### src/logic/cbo_map.vh
/*
 * Register map, field positions, reset values and bus codes of the
 * clock and buzzer output unit.
 * Assumes it is included by bare name from the design files of this block.
 */
`ifndef CBO_MAP_VH
`define CBO_MAP_VH

// ****************************************************************
// Register indices (byte address is four times the index)
// ****************************************************************
`define CBO_IDX_W 20
`define CBO_CKS0_INDEX 20'hfffa5
`define CBO_CKS1_INDEX 20'hfffa6
`define CBO_STATUS_INDEX 20'hfffa7

// ****************************************************************
// Select register fields and reset value
// ****************************************************************
`define CBO_CKS_RESET 8'h00
`define CBO_ENABLE_BIT 7
`define CBO_SOURCE_BIT 3
`define CBO_DIV_MSB 2
`define CBO_DIV_LSB 0

// ****************************************************************
// Divider layout
// ****************************************************************
`define CBO_CNT_W 13
`define CBO_MAIN_BIT_CODE5 4'ha
`define CBO_MAIN_BIT_CODE6 4'hb
`define CBO_MAIN_BIT_CODE7 4'hc

// ****************************************************************
// Clock rate and bus response codes
// ****************************************************************
`define CBO_CORE_CLK_HZ 20000000
`define CBO_RESP_OKAY 2'b00
`define CBO_RESP_SLVERR 2'b10

`endif

### src/logic/cbo_top.v
/*
 * Clock and buzzer output unit with two channels behind an AXI4-Lite
 * register slave. Each channel drives one output pin with a divided main
 * or subsystem clock.
 * Assumes the core clock is the main system clock and that the subsystem
 * clock input is synchronous to it and much slower.
 */
`timescale 1ns/1ps
`default_nettype none
`include "cbo_map.vh"

module cbo_top #(
	parameter ADDR_W = 22,
	parameter N_CH = 2
) (
	input wire core_clk_i,
	input wire reset_i,
	input wire sub_clk_i,
	input wire [ADDR_W-1:0] s_axi_awaddr_i,
	input wire s_axi_awvalid_i,
	output wire s_axi_awready_o,
	input wire [31:0] s_axi_wdata_i,
	input wire [3:0] s_axi_wstrb_i,
	input wire s_axi_wvalid_i,
	output wire s_axi_wready_o,
	output wire [1:0] s_axi_bresp_o,
	output wire s_axi_bvalid_o,
	input wire s_axi_bready_i,
	input wire [ADDR_W-1:0] s_axi_araddr_i,
	input wire s_axi_arvalid_i,
	output wire s_axi_arready_o,
	output wire [31:0] s_axi_rdata_o,
	output wire [1:0] s_axi_rresp_o,
	output wire s_axi_rvalid_o,
	input wire s_axi_rready_i,
	output wire [N_CH-1:0] clock_buzzer_pin_o
);

	// ****************************************************************
	// Subsystem clock edge detection
	// ****************************************************************
	reg sub_level_q;
	reg sub_prev_q;
	wire sub_tick;

	// The input is synchronous by contract, so one stage is enough
	always @(posedge core_clk_i) begin
		if (reset_i) begin
			sub_level_q <= 1'b0;
			sub_prev_q <= 1'b0;
		end else begin
			sub_level_q <= sub_clk_i;
			sub_prev_q <= sub_level_q;
		end
	end

	assign sub_tick = sub_level_q & ~sub_prev_q;

	// ****************************************************************
	// Write channel state
	// ****************************************************************
	reg awready_q;
	reg awready_d;
	reg wready_q;
	reg wready_d;
	reg aw_held_q;
	reg aw_held_d;
	reg w_held_q;
	reg w_held_d;
	reg [ADDR_W-1:0] aw_addr_q;
	reg [31:0] w_data_q;
	reg [3:0] w_strb_q;
	reg bvalid_q;
	reg bvalid_d;
	reg [1:0] bresp_q;
	reg [1:0] bresp_d;
	wire aw_take;
	wire w_take;
	wire wr_exec;
	wire [`CBO_IDX_W-1:0] wr_index;
	wire wr_mapped;
	wire [N_CH-1:0] wr_hit;

	assign aw_take = s_axi_awvalid_i & awready_q;
	assign w_take = s_axi_wvalid_i & wready_q;
	assign wr_exec = aw_held_q & w_held_q & ~bvalid_q;
	assign wr_index = aw_addr_q[ADDR_W-1:2];
	assign wr_mapped = (|wr_hit) | (wr_index == `CBO_STATUS_INDEX);

	// Address and data are taken in either order; the answer waits for both
	always @* begin
		aw_held_d = aw_held_q;
		w_held_d = w_held_q;
		bvalid_d = bvalid_q;
		bresp_d = bresp_q;
		if (aw_take) begin
			aw_held_d = 1'b1;
		end
		if (w_take) begin
			w_held_d = 1'b1;
		end
		if (wr_exec) begin
			aw_held_d = 1'b0;
			w_held_d = 1'b0;
			bvalid_d = 1'b1;
			bresp_d = wr_mapped ? `CBO_RESP_OKAY : `CBO_RESP_SLVERR;
		end else if (bvalid_q && s_axi_bready_i) begin
			bvalid_d = 1'b0;
		end
		// Only one write in flight: no new beats until the answer is gone
		awready_d = ~aw_held_d & ~bvalid_d & ~wr_exec;
		wready_d = ~w_held_d & ~bvalid_d & ~wr_exec;
	end

	always @(posedge core_clk_i) begin
		if (reset_i) begin
			awready_q <= 1'b0;
			wready_q <= 1'b0;
			aw_held_q <= 1'b0;
			w_held_q <= 1'b0;
			aw_addr_q <= {ADDR_W{1'b0}};
			w_data_q <= 32'h0;
			w_strb_q <= 4'h0;
			bvalid_q <= 1'b0;
			bresp_q <= `CBO_RESP_OKAY;
		end else begin
			awready_q <= awready_d;
			wready_q <= wready_d;
			aw_held_q <= aw_held_d;
			w_held_q <= w_held_d;
			bvalid_q <= bvalid_d;
			bresp_q <= bresp_d;
			if (aw_take) begin
				aw_addr_q <= s_axi_awaddr_i;
			end
			if (w_take) begin
				w_data_q <= s_axi_wdata_i;
				w_strb_q <= s_axi_wstrb_i;
			end
		end
	end

	// ****************************************************************
	// Channels: select register and divider per channel
	// ****************************************************************
	wire [8*N_CH-1:0] cks_flat;
	wire [N_CH-1:0] pin_w;
	reg [N_CH-1:0] pin_q;

	genvar n;
	generate
		for (n = 0; n < N_CH; n = n + 1) begin : gen_ch
			localparam [`CBO_IDX_W-1:0] CH_IDX = (n == 0) ? `CBO_CKS0_INDEX : `CBO_CKS1_INDEX;
			reg [7:0] cks_q;

			assign wr_hit[n] = (wr_index == CH_IDX);

			// Reserved bits 6..4 are never stored and read as zero
			always @(posedge core_clk_i) begin
				if (reset_i) begin
					cks_q <= `CBO_CKS_RESET; // Output disabled after reset
				end else if (wr_exec && wr_hit[n] && w_strb_q[0]) begin
					cks_q <= {w_data_q[`CBO_ENABLE_BIT], 3'h0, w_data_q[`CBO_SOURCE_BIT:0]};
				end
			end

			assign cks_flat[8*n+7:8*n] = cks_q;

			cbo_clock_divider #(
				.CNT_W(`CBO_CNT_W)
			) u_div (
				.core_clk_i(core_clk_i),
				.reset_i(reset_i),
				.enable_i(cks_q[`CBO_ENABLE_BIT]),
				.source_sel_i(cks_q[`CBO_SOURCE_BIT]),
				.div_code_i(cks_q[`CBO_DIV_MSB:`CBO_DIV_LSB]),
				.sub_level_i(sub_level_q),
				.sub_tick_i(sub_tick),
				.pin_o(pin_w[n])
			);
		end
	endgenerate

	// Pins leave the top through their own flops, one cycle behind the divider
	always @(posedge core_clk_i) begin
		if (reset_i) begin
			pin_q <= {N_CH{1'b0}};
		end else begin
			pin_q <= pin_w;
		end
	end

	// ****************************************************************
	// Read channel
	// ****************************************************************
	reg arready_q;
	reg rvalid_q;
	reg rvalid_d;
	reg [31:0] rdata_q;
	reg [31:0] rdata_d;
	reg [1:0] rresp_q;
	reg [1:0] rresp_d;
	wire ar_take;
	wire [`CBO_IDX_W-1:0] rd_index;

	assign ar_take = s_axi_arvalid_i & arready_q;
	assign rd_index = s_axi_araddr_i[ADDR_W-1:2];

	// Address decode and read data; unmapped reads answer an error with zero
	always @* begin
		rvalid_d = rvalid_q;
		rdata_d = rdata_q;
		rresp_d = rresp_q;
		if (ar_take) begin
			rvalid_d = 1'b1;
			rresp_d = `CBO_RESP_OKAY;
			if (rd_index == `CBO_CKS0_INDEX) begin
				rdata_d = {24'h0, cks_flat[7:0]};
			end else if (rd_index == `CBO_CKS1_INDEX) begin
				rdata_d = {24'h0, cks_flat[15:8]};
			end else if (rd_index == `CBO_STATUS_INDEX) begin
				rdata_d = {27'h0, sub_level_q, 2'h0, pin_q};
			end else begin
				rdata_d = 32'h0;
				rresp_d = `CBO_RESP_SLVERR;
			end
		end else if (rvalid_q && s_axi_rready_i) begin
			rvalid_d = 1'b0;
		end
	end

	// One read at a time: the address channel closes until the data is taken
	always @(posedge core_clk_i) begin
		if (reset_i) begin
			arready_q <= 1'b0;
			rvalid_q <= 1'b0;
			rdata_q <= 32'h0;
			rresp_q <= `CBO_RESP_OKAY;
		end else begin
			arready_q <= ~rvalid_d & ~ar_take;
			rvalid_q <= rvalid_d;
			rdata_q <= rdata_d;
			rresp_q <= rresp_d;
		end
	end

	// ****************************************************************
	// Outputs
	// ****************************************************************
	assign s_axi_awready_o = awready_q;
	assign s_axi_wready_o = wready_q;
	assign s_axi_bvalid_o = bvalid_q;
	assign s_axi_bresp_o = bresp_q;
	assign s_axi_arready_o = arready_q;
	assign s_axi_rvalid_o = rvalid_q;
	assign s_axi_rdata_o = rdata_q;
	assign s_axi_rresp_o = rresp_q;
	assign clock_buzzer_pin_o = pin_q;

endmodule

`default_nettype wire

### src/logic/cbo_clock_divider.v
/*
 * One clock output channel: picks the main clock or the subsystem clock,
 * divides it and drives the output pin level from a flip-flop.
 * Assumes the subsystem clock arrives as a registered level plus a
 * one-cycle pulse at each of its rising edges, both in the core clock domain.
 */
`timescale 1ns/1ps
`default_nettype none
`include "cbo_map.vh"

module cbo_clock_divider #(
	parameter CNT_W = `CBO_CNT_W
) (
	input wire core_clk_i,
	input wire reset_i,
	input wire enable_i,
	input wire source_sel_i,
	input wire [2:0] div_code_i,
	input wire sub_level_i,
	input wire sub_tick_i,
	output wire pin_o
);

	reg [3:0] sel_q;
	reg [CNT_W-1:0] cnt_q;
	reg [CNT_W-1:0] cnt_d;
	reg pin_q;
	reg pin_d;
	reg [3:0] bit_sel;
	reg tick;

	// ****************************************************************
	// Tap selection from the applied setting
	// ****************************************************************
	// Main codes 0..4 use taps 0..3, codes 5..7 jump to the slow taps
	always @* begin
		bit_sel = 4'h0;
		if (!sel_q[3]) begin
			case (sel_q[2:0])
				3'h0: bit_sel = 4'h0; // Undivided main is not reachable from a flop
				3'h1: bit_sel = 4'h0;
				3'h2: bit_sel = 4'h1;
				3'h3: bit_sel = 4'h2;
				3'h4: bit_sel = 4'h3;
				3'h5: bit_sel = `CBO_MAIN_BIT_CODE5;
				3'h6: bit_sel = `CBO_MAIN_BIT_CODE6;
				default: bit_sel = `CBO_MAIN_BIT_CODE7;
			endcase
		end else begin
			// Subsystem codes 1..7 use taps 0..6
			bit_sel = {1'b0, sel_q[2:0]} - 4'h1;
		end
	end

	// Next count and next pin level
	always @* begin
		tick = sel_q[3] ? sub_tick_i : 1'b1;
		cnt_d = cnt_q;
		if (tick) begin
			cnt_d = cnt_q + {{(CNT_W-1){1'b0}}, 1'b1};
		end
		if (sel_q[3] && (sel_q[2:0] == 3'h0)) begin
			pin_d = sub_level_i; // Undivided subsystem clock follows its level
		end else begin
			pin_d = cnt_d[bit_sel];
		end
	end

	// ****************************************************************
	// Counter, applied setting and pin flop
	// ****************************************************************
	// The setting is only taken while disabled, so a careless write while
	// running cannot make a runt pulse; a stopped subsystem clock simply
	// freezes the counter and the pin keeps its last level
	always @(posedge core_clk_i) begin
		if (reset_i) begin
			sel_q <= 4'h0;
			cnt_q <= {CNT_W{1'b0}};
			pin_q <= 1'b0;
		end else if (!enable_i) begin
			sel_q <= {source_sel_i, div_code_i};
			cnt_q <= {CNT_W{1'b0}};
			pin_q <= 1'b0; // Static low while disabled
		end else begin
			cnt_q <= cnt_d;
			pin_q <= pin_d;
		end
	end

	assign pin_o = pin_q;

endmodule

`default_nettype wire

### config.mk
export PLATFORM = sky130hd
export DESIGN_NAME = cbo_top
export DESIGN_NICKNAME = d
export VERILOG_FILES = /design/src/logic/cbo_top.v /design/src/logic/cbo_clock_divider.v
export VERILOG_INCLUDE_DIRS = /design/src /design/src/logic
export SDC_FILE = /design/constraint.sdc
export NUM_CORES = 1
export LEC_CHECK = 0
export BUFFER_PORTS_ARGS = -buffer_cell sky130_fd_sc_hd__buf_4
export CAP_MARGIN = 20
export CORE_MARGIN = 5
export CORE_UTILIZATION = 29
export DETAILED_ROUTE_END_ITERATION = 12
export SKIP_LAST_GASP = 1
export SLEW_MARGIN = 5
export SYNTH_ARGS = -nofsm -noshare
export SYNTH_HDL_FRONTEND = slang
export SYNTH_SLANG_ARGS = --single-unit
### constraint.sdc
create_clock -name core_clk_i -period 2.78 [get_ports core_clk_i]
set_input_delay 0.139 -clock core_clk_i [delete_from_list [all_inputs] [get_ports core_clk_i]]
set_output_delay 0.139 -clock core_clk_i [all_outputs]
set_load 0.01 [all_outputs]
After elaboration in Yosys (flattened, before gate mapping):

Cells that the tools add are included.

* add/sub/neg operators: 4
* $mul: 0
* divide/modulo/power cells: 0
* $lt $le $gt $ge: 2
* equal/unequal tests: 18
* shift operators: 0
* mux-type cells: 29
* bitwise gates (word level): 22
* reduce and logical (&&, ||, !) cells: 15

Operator list (count)
* $eq A20 B20 Y1 const B: 6
* $pmux W4 S6: 2
* $add A13 B1 Y13 const B: 2
* $mux W13: 2
* $eq A3 B3 Y1 const B: 6
* $mux W8: 2
* $mux W1: 14
* $eq A3 B2 Y1 const B: 4
* $and A1 B1 Y1: 11
* $lt A4 B5 Y1 const B: 2
* $not A1 Y1: 10
* $reduce_or A2 Y1: 5
* $bmux W1 S4: 2
* $logic_and A1 B1 Y1: 8
* $mux W2: 4
* $mux W4: 2
* $sub A3 B1 Y4 const B: 2
* $eq A3 B1 Y1 const B: 2
* $logic_not A3 Y1: 2
* $mux W5: 1
* $or A1 B1 Y1: 1

* bits in registers: 124
* latch bits: 0
* bits in writable memories: 0
* memory bits (read-only): 0
* input bits: 88
* output and inout bits: 43
* memories kept: 0

Longest topological paths before layout:

* word-level depth: 7
* gate-level depth with buffers: 10

Hierarchy:

Synthesis repeated with hierarchy kept, for this count alone.

* cells, all modules: 563
* area total of the unflattened synthesis: 4767.1 um2

By module, submodules not included
* cbo_top: times used 1, cells an instance 281, area an instance 2319.7 um2, sequential area each 1101.1 um2
* cbo_clock_divider (gen_ch[1].u_div): times used 1, cells an instance 143, area an instance 1228.7 um2, sequential area each 360.3 um2
* cbo_clock_divider (gen_ch[0].u_div): times used 1, cells an instance 139, area an instance 1218.7 um2, sequential area each 360.3 um2

Worst setup path after synthesis:

Ideal clock, no wire load.

* path kind: register -> register
* start point: register gen_ch[1].u_div.sel_q[0]
* end point: register gen_ch[1].u_div.pin_q
* setup time: 0.116 ns
* arrival: 2.112 ns
* data required time: 2.664 ns
* setup slack: 0.552 ns
* cell stages (with the launch flop): 9
* period minus slack after synthesis: 2.228 ns
* cell sequence: dfxtp_1 > inv_1 > ha_1 > nor4b_2 > o31a_1 > mux2_1 > o211ai_1 > nand4_1 > and3_1

* word-level cells in the longest chain between the ends: 7
* elaborated cells on any way between the ends: 15

RTL lines
* start, declared: line cbo_clock_divider.v:24 `reg [3:0] sel_q;`
* start signal, assigned: line cbo_clock_divider.v:81 `sel_q <= {source_sel_i, div_code_i};`
* $eq A3 B1 Y1 or $logic_not A3 Y1 (tied branches): line cbo_clock_divider.v:39, cbo_clock_divider.v:62
* $reduce_or A2 Y1 (no source line)
* $pmux W4 S6: line cbo_clock_divider.v:39 `case (sel_q[2:0])`
* $mux W4: line cbo_clock_divider.v:38 `if (!sel_q[3]) begin`
* $bmux W1 S4: line cbo_clock_divider.v:65 `pin_d = cnt_d[bit_sel];`
* $mux W1 (not written as such): line cbo_clock_divider.v:65
* $mux W1 (*): line cbo_clock_divider.v:62 `if (sel_q[3] && (sel_q[2:0] == 3'h0)) begin`
* end signal, assigned: line cbo_clock_divider.v:86 `pin_q <= pin_d;`
* end, declared: line cbo_clock_divider.v:27 `reg pin_q;`

Every way passes the cells marked *; elsewhere a longest branch is shown, timed or not. The select of a mux whose other input is x is not followed.
A chain may end at the register's enable or synchronous reset.

Worst setup path in the final report:

Ends and elaborated chain as after synthesis.

==> impl_summary.md <==
Layout
The fraction of layout instances using a drive strength above 1 is 16.1%. The net count of the finished layout is 748. The number of antenna diodes in the final layout is 0. Excluding fillers, the count of instances in the completed layout stands at 873. Fill cells in the final layout number 1790.

From synthesis to final layout, the design area changed by 19.1%.

Route
The total DRC errors in the routed layout is 0. The detailed router finished its first iteration with 231 violations. The first detailed-routing pass took 4 iterations. The count of nets left with antenna violations once routing finished came out at 0. The final routed wirelength across all metal layers is 11.4 mm. The final routed wire length divided by cell count is 13.0 um. The per-cell via count in the routed design is 4.69. The detailed router placed 4093 vias in this run.

Timing
The number of hold violations in the final report was 0. Setup repair after global routing left no endpoint under its margin. The tightest hold path in the finished design has a slack of 0.0357 ns. The final worst-path cycle share is 89.6%.

The number of max-slew violations in the final report came to 0. The final setup violation count is 0. The sum of negative setup slack is 0 ns. The worst pin sits at a relative slew slack of 57.2%. The post-route clock skew is 0.00836 ns. The slew at the pin closest to its max-slew limit is 0.642 ns. The final critical path time including I/O delays and setup is 2.49 ns. The maximum clock rate is 402 MHz.

Clock network
The number of H-tree levels is 3. The hold buffer count at cts is 0. The clock tree root buffer cell is clkbuf_16. In this run the post-CTS setup repair buffer count came out at 0. Clock latency on the worst-skew pair, taken at its later pin, is 0.35 ns. The number of clock buffers inserted by TritonCTS is 9.

The CTS tree is yes. The longest clock path from root to sink contains 2 buffers. The CTS sink count is 91.

Post-CTS repair changed the size of 0 cells. The clock slew at the register clock pins of the worst setup and hold paths is 0.07 ns.

Worst hold path
The tightest min-delay check is of the in -> reg type. The hold path startpoint is s_axi_awaddr_i[7].

Synthesis
Counting instances in the post-synthesis netlist gives the leading cell types as 91 x dfxtp_1, 83 x nand2_1, 81 x nor2_1, 47 x a21oi_1, 29 x buf_4. After synthesis, the netlist uses 71 different library cells. The portion of synthesized cell area occupied by the leading cell type is 37.8%. In this run, synthesis produced a sequential element count of 91. The most used standard cell by instance count after synthesis is dfxtp_1.

The synthesized design spends more area on one cell type than any other, namely dfxtp_1. The number of cells produced by synthesis is 595. Summing the sequential cell areas from Yosys gives 37.8% of the chip area. By area the synthesized netlist is led by dfxtp_1 38%, nand2_1 6.5%, nor2_1 6.3%. The count of flip-flops with a built-in enable after synthesis is 0. The most used flip-flop cell after synthesis is dfxtp_1.

The share of flip-flops with an asynchronous set or reset after synthesis is 0%. The cell area after synthesis is 0.00482 mm2. The Yosys step of the flow raised 0 warnings. After synthesis, the mean cell area works out to 8.11 um2.

Die
After floorplanning, the core was sized to cover 0.0165 mm2. Measured along the y axis, the die boundary spans 139 um. The die boundary width is 139 um.

The number of standard-cell rows in the floorplan is 47. The starting density of the core is 29.3%. The die footprint is 0.0193 mm2. The total I/O pin count is 131.

Global routing
The overflow left after global routing is 0. Entering global routing, the biggest net connects 65 pins. The overall routing resource usage is 11.6%. The initial antenna violation count is 0. The first global-routing pass estimated 18.7 mm of wire. The number of global-route vias before repair was 3903.

Critical path
The critical path goes through inv_1 -> ha_1 -> o21a_1 -> o31a_1 -> mux2_1 -> o221a_1 -> a21oi_1 -> o31ai_1 -> and3_1. The first element of the critical path is gen_ch[1].u_div.sel_q[0]$_SDFFE_PP0N_. STA puts the critical path data arrival time at 2.73 ns. The number of buffers and inverters on the critical path is 1. By startpoint and endpoint, the worst setup path is classified as reg -> reg. The endpoint required time on the critical path is 3.02 ns. The slowest stage of the critical path is the dfxtp_1 cell. The largest incremental delay on the critical path is 0.43 ns. The maximum fanout along the worst path is 9. The gate family responsible for the most delay along the worst path is compound AO/OA/AOI/OAI gates.

STA classifies the critical path startpoint as a register. STA classifies the critical path endpoint as a register. In this run the critical register-to-register path is launched from gen_ch[1].u_div.sel_q[0]$_SDFFE_PP0N_.

Pwr
The largest voltage drop on the vdd net is 0.000293 V. The leakage power is 2.15 nW. The power density over cell area is 499 mW/mm2.

Placement
The detailed-placement wirelength estimate is 8.47 mm. The count of buffers added on input and output ports is 68. The number of placed instances, taps included, is 857. At the end of routability-driven placement, the weighted congestion stood at 0.783.

Run status
The run finished with clean final reports.

Flow run
Across the run, the number of max-cap violations was 0.
==> worst reg2reg max path, stage by stage, from the launching register on <==
cell and delay (ns):
dfxtp_1 0.43, inv_1 0.12, ha_1 0.27, o21a_1 0.21, o31a_1 0.40, mux2_1 0.37
o221a_1 0.22, a21oi_1 0.14, o31ai_1 0.09, and3_1 0.14
==> routing by layer <==
metal / GRT usage [%] / part of all wire, % / up-vias
li1: - / - / 2125
met1: 14.8 / 46 / 1845
met2: 18.2 / 45 / 111
met3: 4.97 / 7.8 / 12
met4: 3.14 / 1.3 / 0
met5: 0 / 0 / -
==> cell type report <==
type | count | area [um2] | area share [%]
multi-input combinational | 459 | 2700 | 47.0
sequential | 91 | 1820 | 31.7
timing repair buffer | 78 | 586 | 10.2
tap | 220 | 275 | 4.79
clock buffer | 10 | 229 | 3.99
clock inverter | 6 | 97.6 | 1.70
inverter | 9 | 33.8 | 0.588
==> metrics by stage <==
step	power [mW]	area, um2	setup slack (ns)	util, %
after floorplan	1.50	4920	0.552	-
after global placement	1.56	5420	0.379	32.9
after detailed placement	1.56	5420	0.315	32.9
after CTS	2.91	5740	0.306	34.9
after global routing	2.99	5740	0.139	34.9
final	2.87	5740	0.290	34.9
==> registers in the layout (all words and copies together) (netlist names) <==
signal	cells
s_axi_wready_o	1
clock_buzzer_pin_o	2
gen_ch.u_div.pin_o	2
gen_ch.u_div.cnt_q	26
s_axi_rresp_o	1
aw_held_q	1
s_axi_rvalid_o	1
s_axi_bvalid_o	1
sub_level_q	1
w_data_q	5
sub_prev_q	1
aw_addr_q	20
gen_ch.cks_q	10
w_held_q	1
s_axi_bresp_o	1
s_axi_awready_o	1
s_axi_rdata_o	6
s_axi_arready_o	1
w_strb_q	1
gen_ch.u_div.sel_q	8
==> cells in the final DEF (no fill, tap or decap), types with 4 or more instances in the layout <==
master / n
dfxtp_1: 91
nand2_1: 83
nor2_1: 81
buf_4: 78
a21oi_1: 47
conb_1: 28
mux2i_1: 25
nand3_1: 22
xnor2_1: 15
nor3_1: 13
ha_1: 12
nand4_1: 10
inv_1: 9
clkbuf_16: 9
xor2_1: 8
nor2b_1: 8
a211oi_1: 7
a22oi_1: 7
nand2b_1: 5
nor4_1: 5
o31ai_1: 5
a311oi_1: 4
o21ai_0: 4
==> worst paths after layout <==
kind / to / slack, ns / depth (start not counted)
max: gen_ch[1].u_div.pin_o$_SDFF_PP0_ / 0.29 / 9
max reg2reg: gen_ch[1].u_div.pin_o$_SDFF_PP0_ / 0.29 / 9
min reg2reg: clock_buzzer_pin_o[1]$_SDFF_PP0_ / 0.44 / 1
min: aw_addr_q[7]$_SDFFE_PP0P_ / 0.04 / 3
==> kinds of logic after synthesis <==
logic type      after synthesis  synth area share, %
xor+xnor                     23                 4.18
compound gates              112                 15.3
fa+ha+maj                    12                 3.11
flops                        91                 37.8
simple gates                255                 25.1
other cells                   1               0.0777
buf+inv                      72                 8.33
mux                          29                 6.12
==> power breakdown <==
| part | switching [mW] | internal, mW | total, mW |
|---|---|---|---|
| combinational | 0.0913 | 0.0810 | 0.172 |
| sequential | 0.0204 | 1.33 | 1.35 |
| clock | 0.543 | 0.801 | 1.34 |
Note: power is estimated with default switching activity, not from simulation.
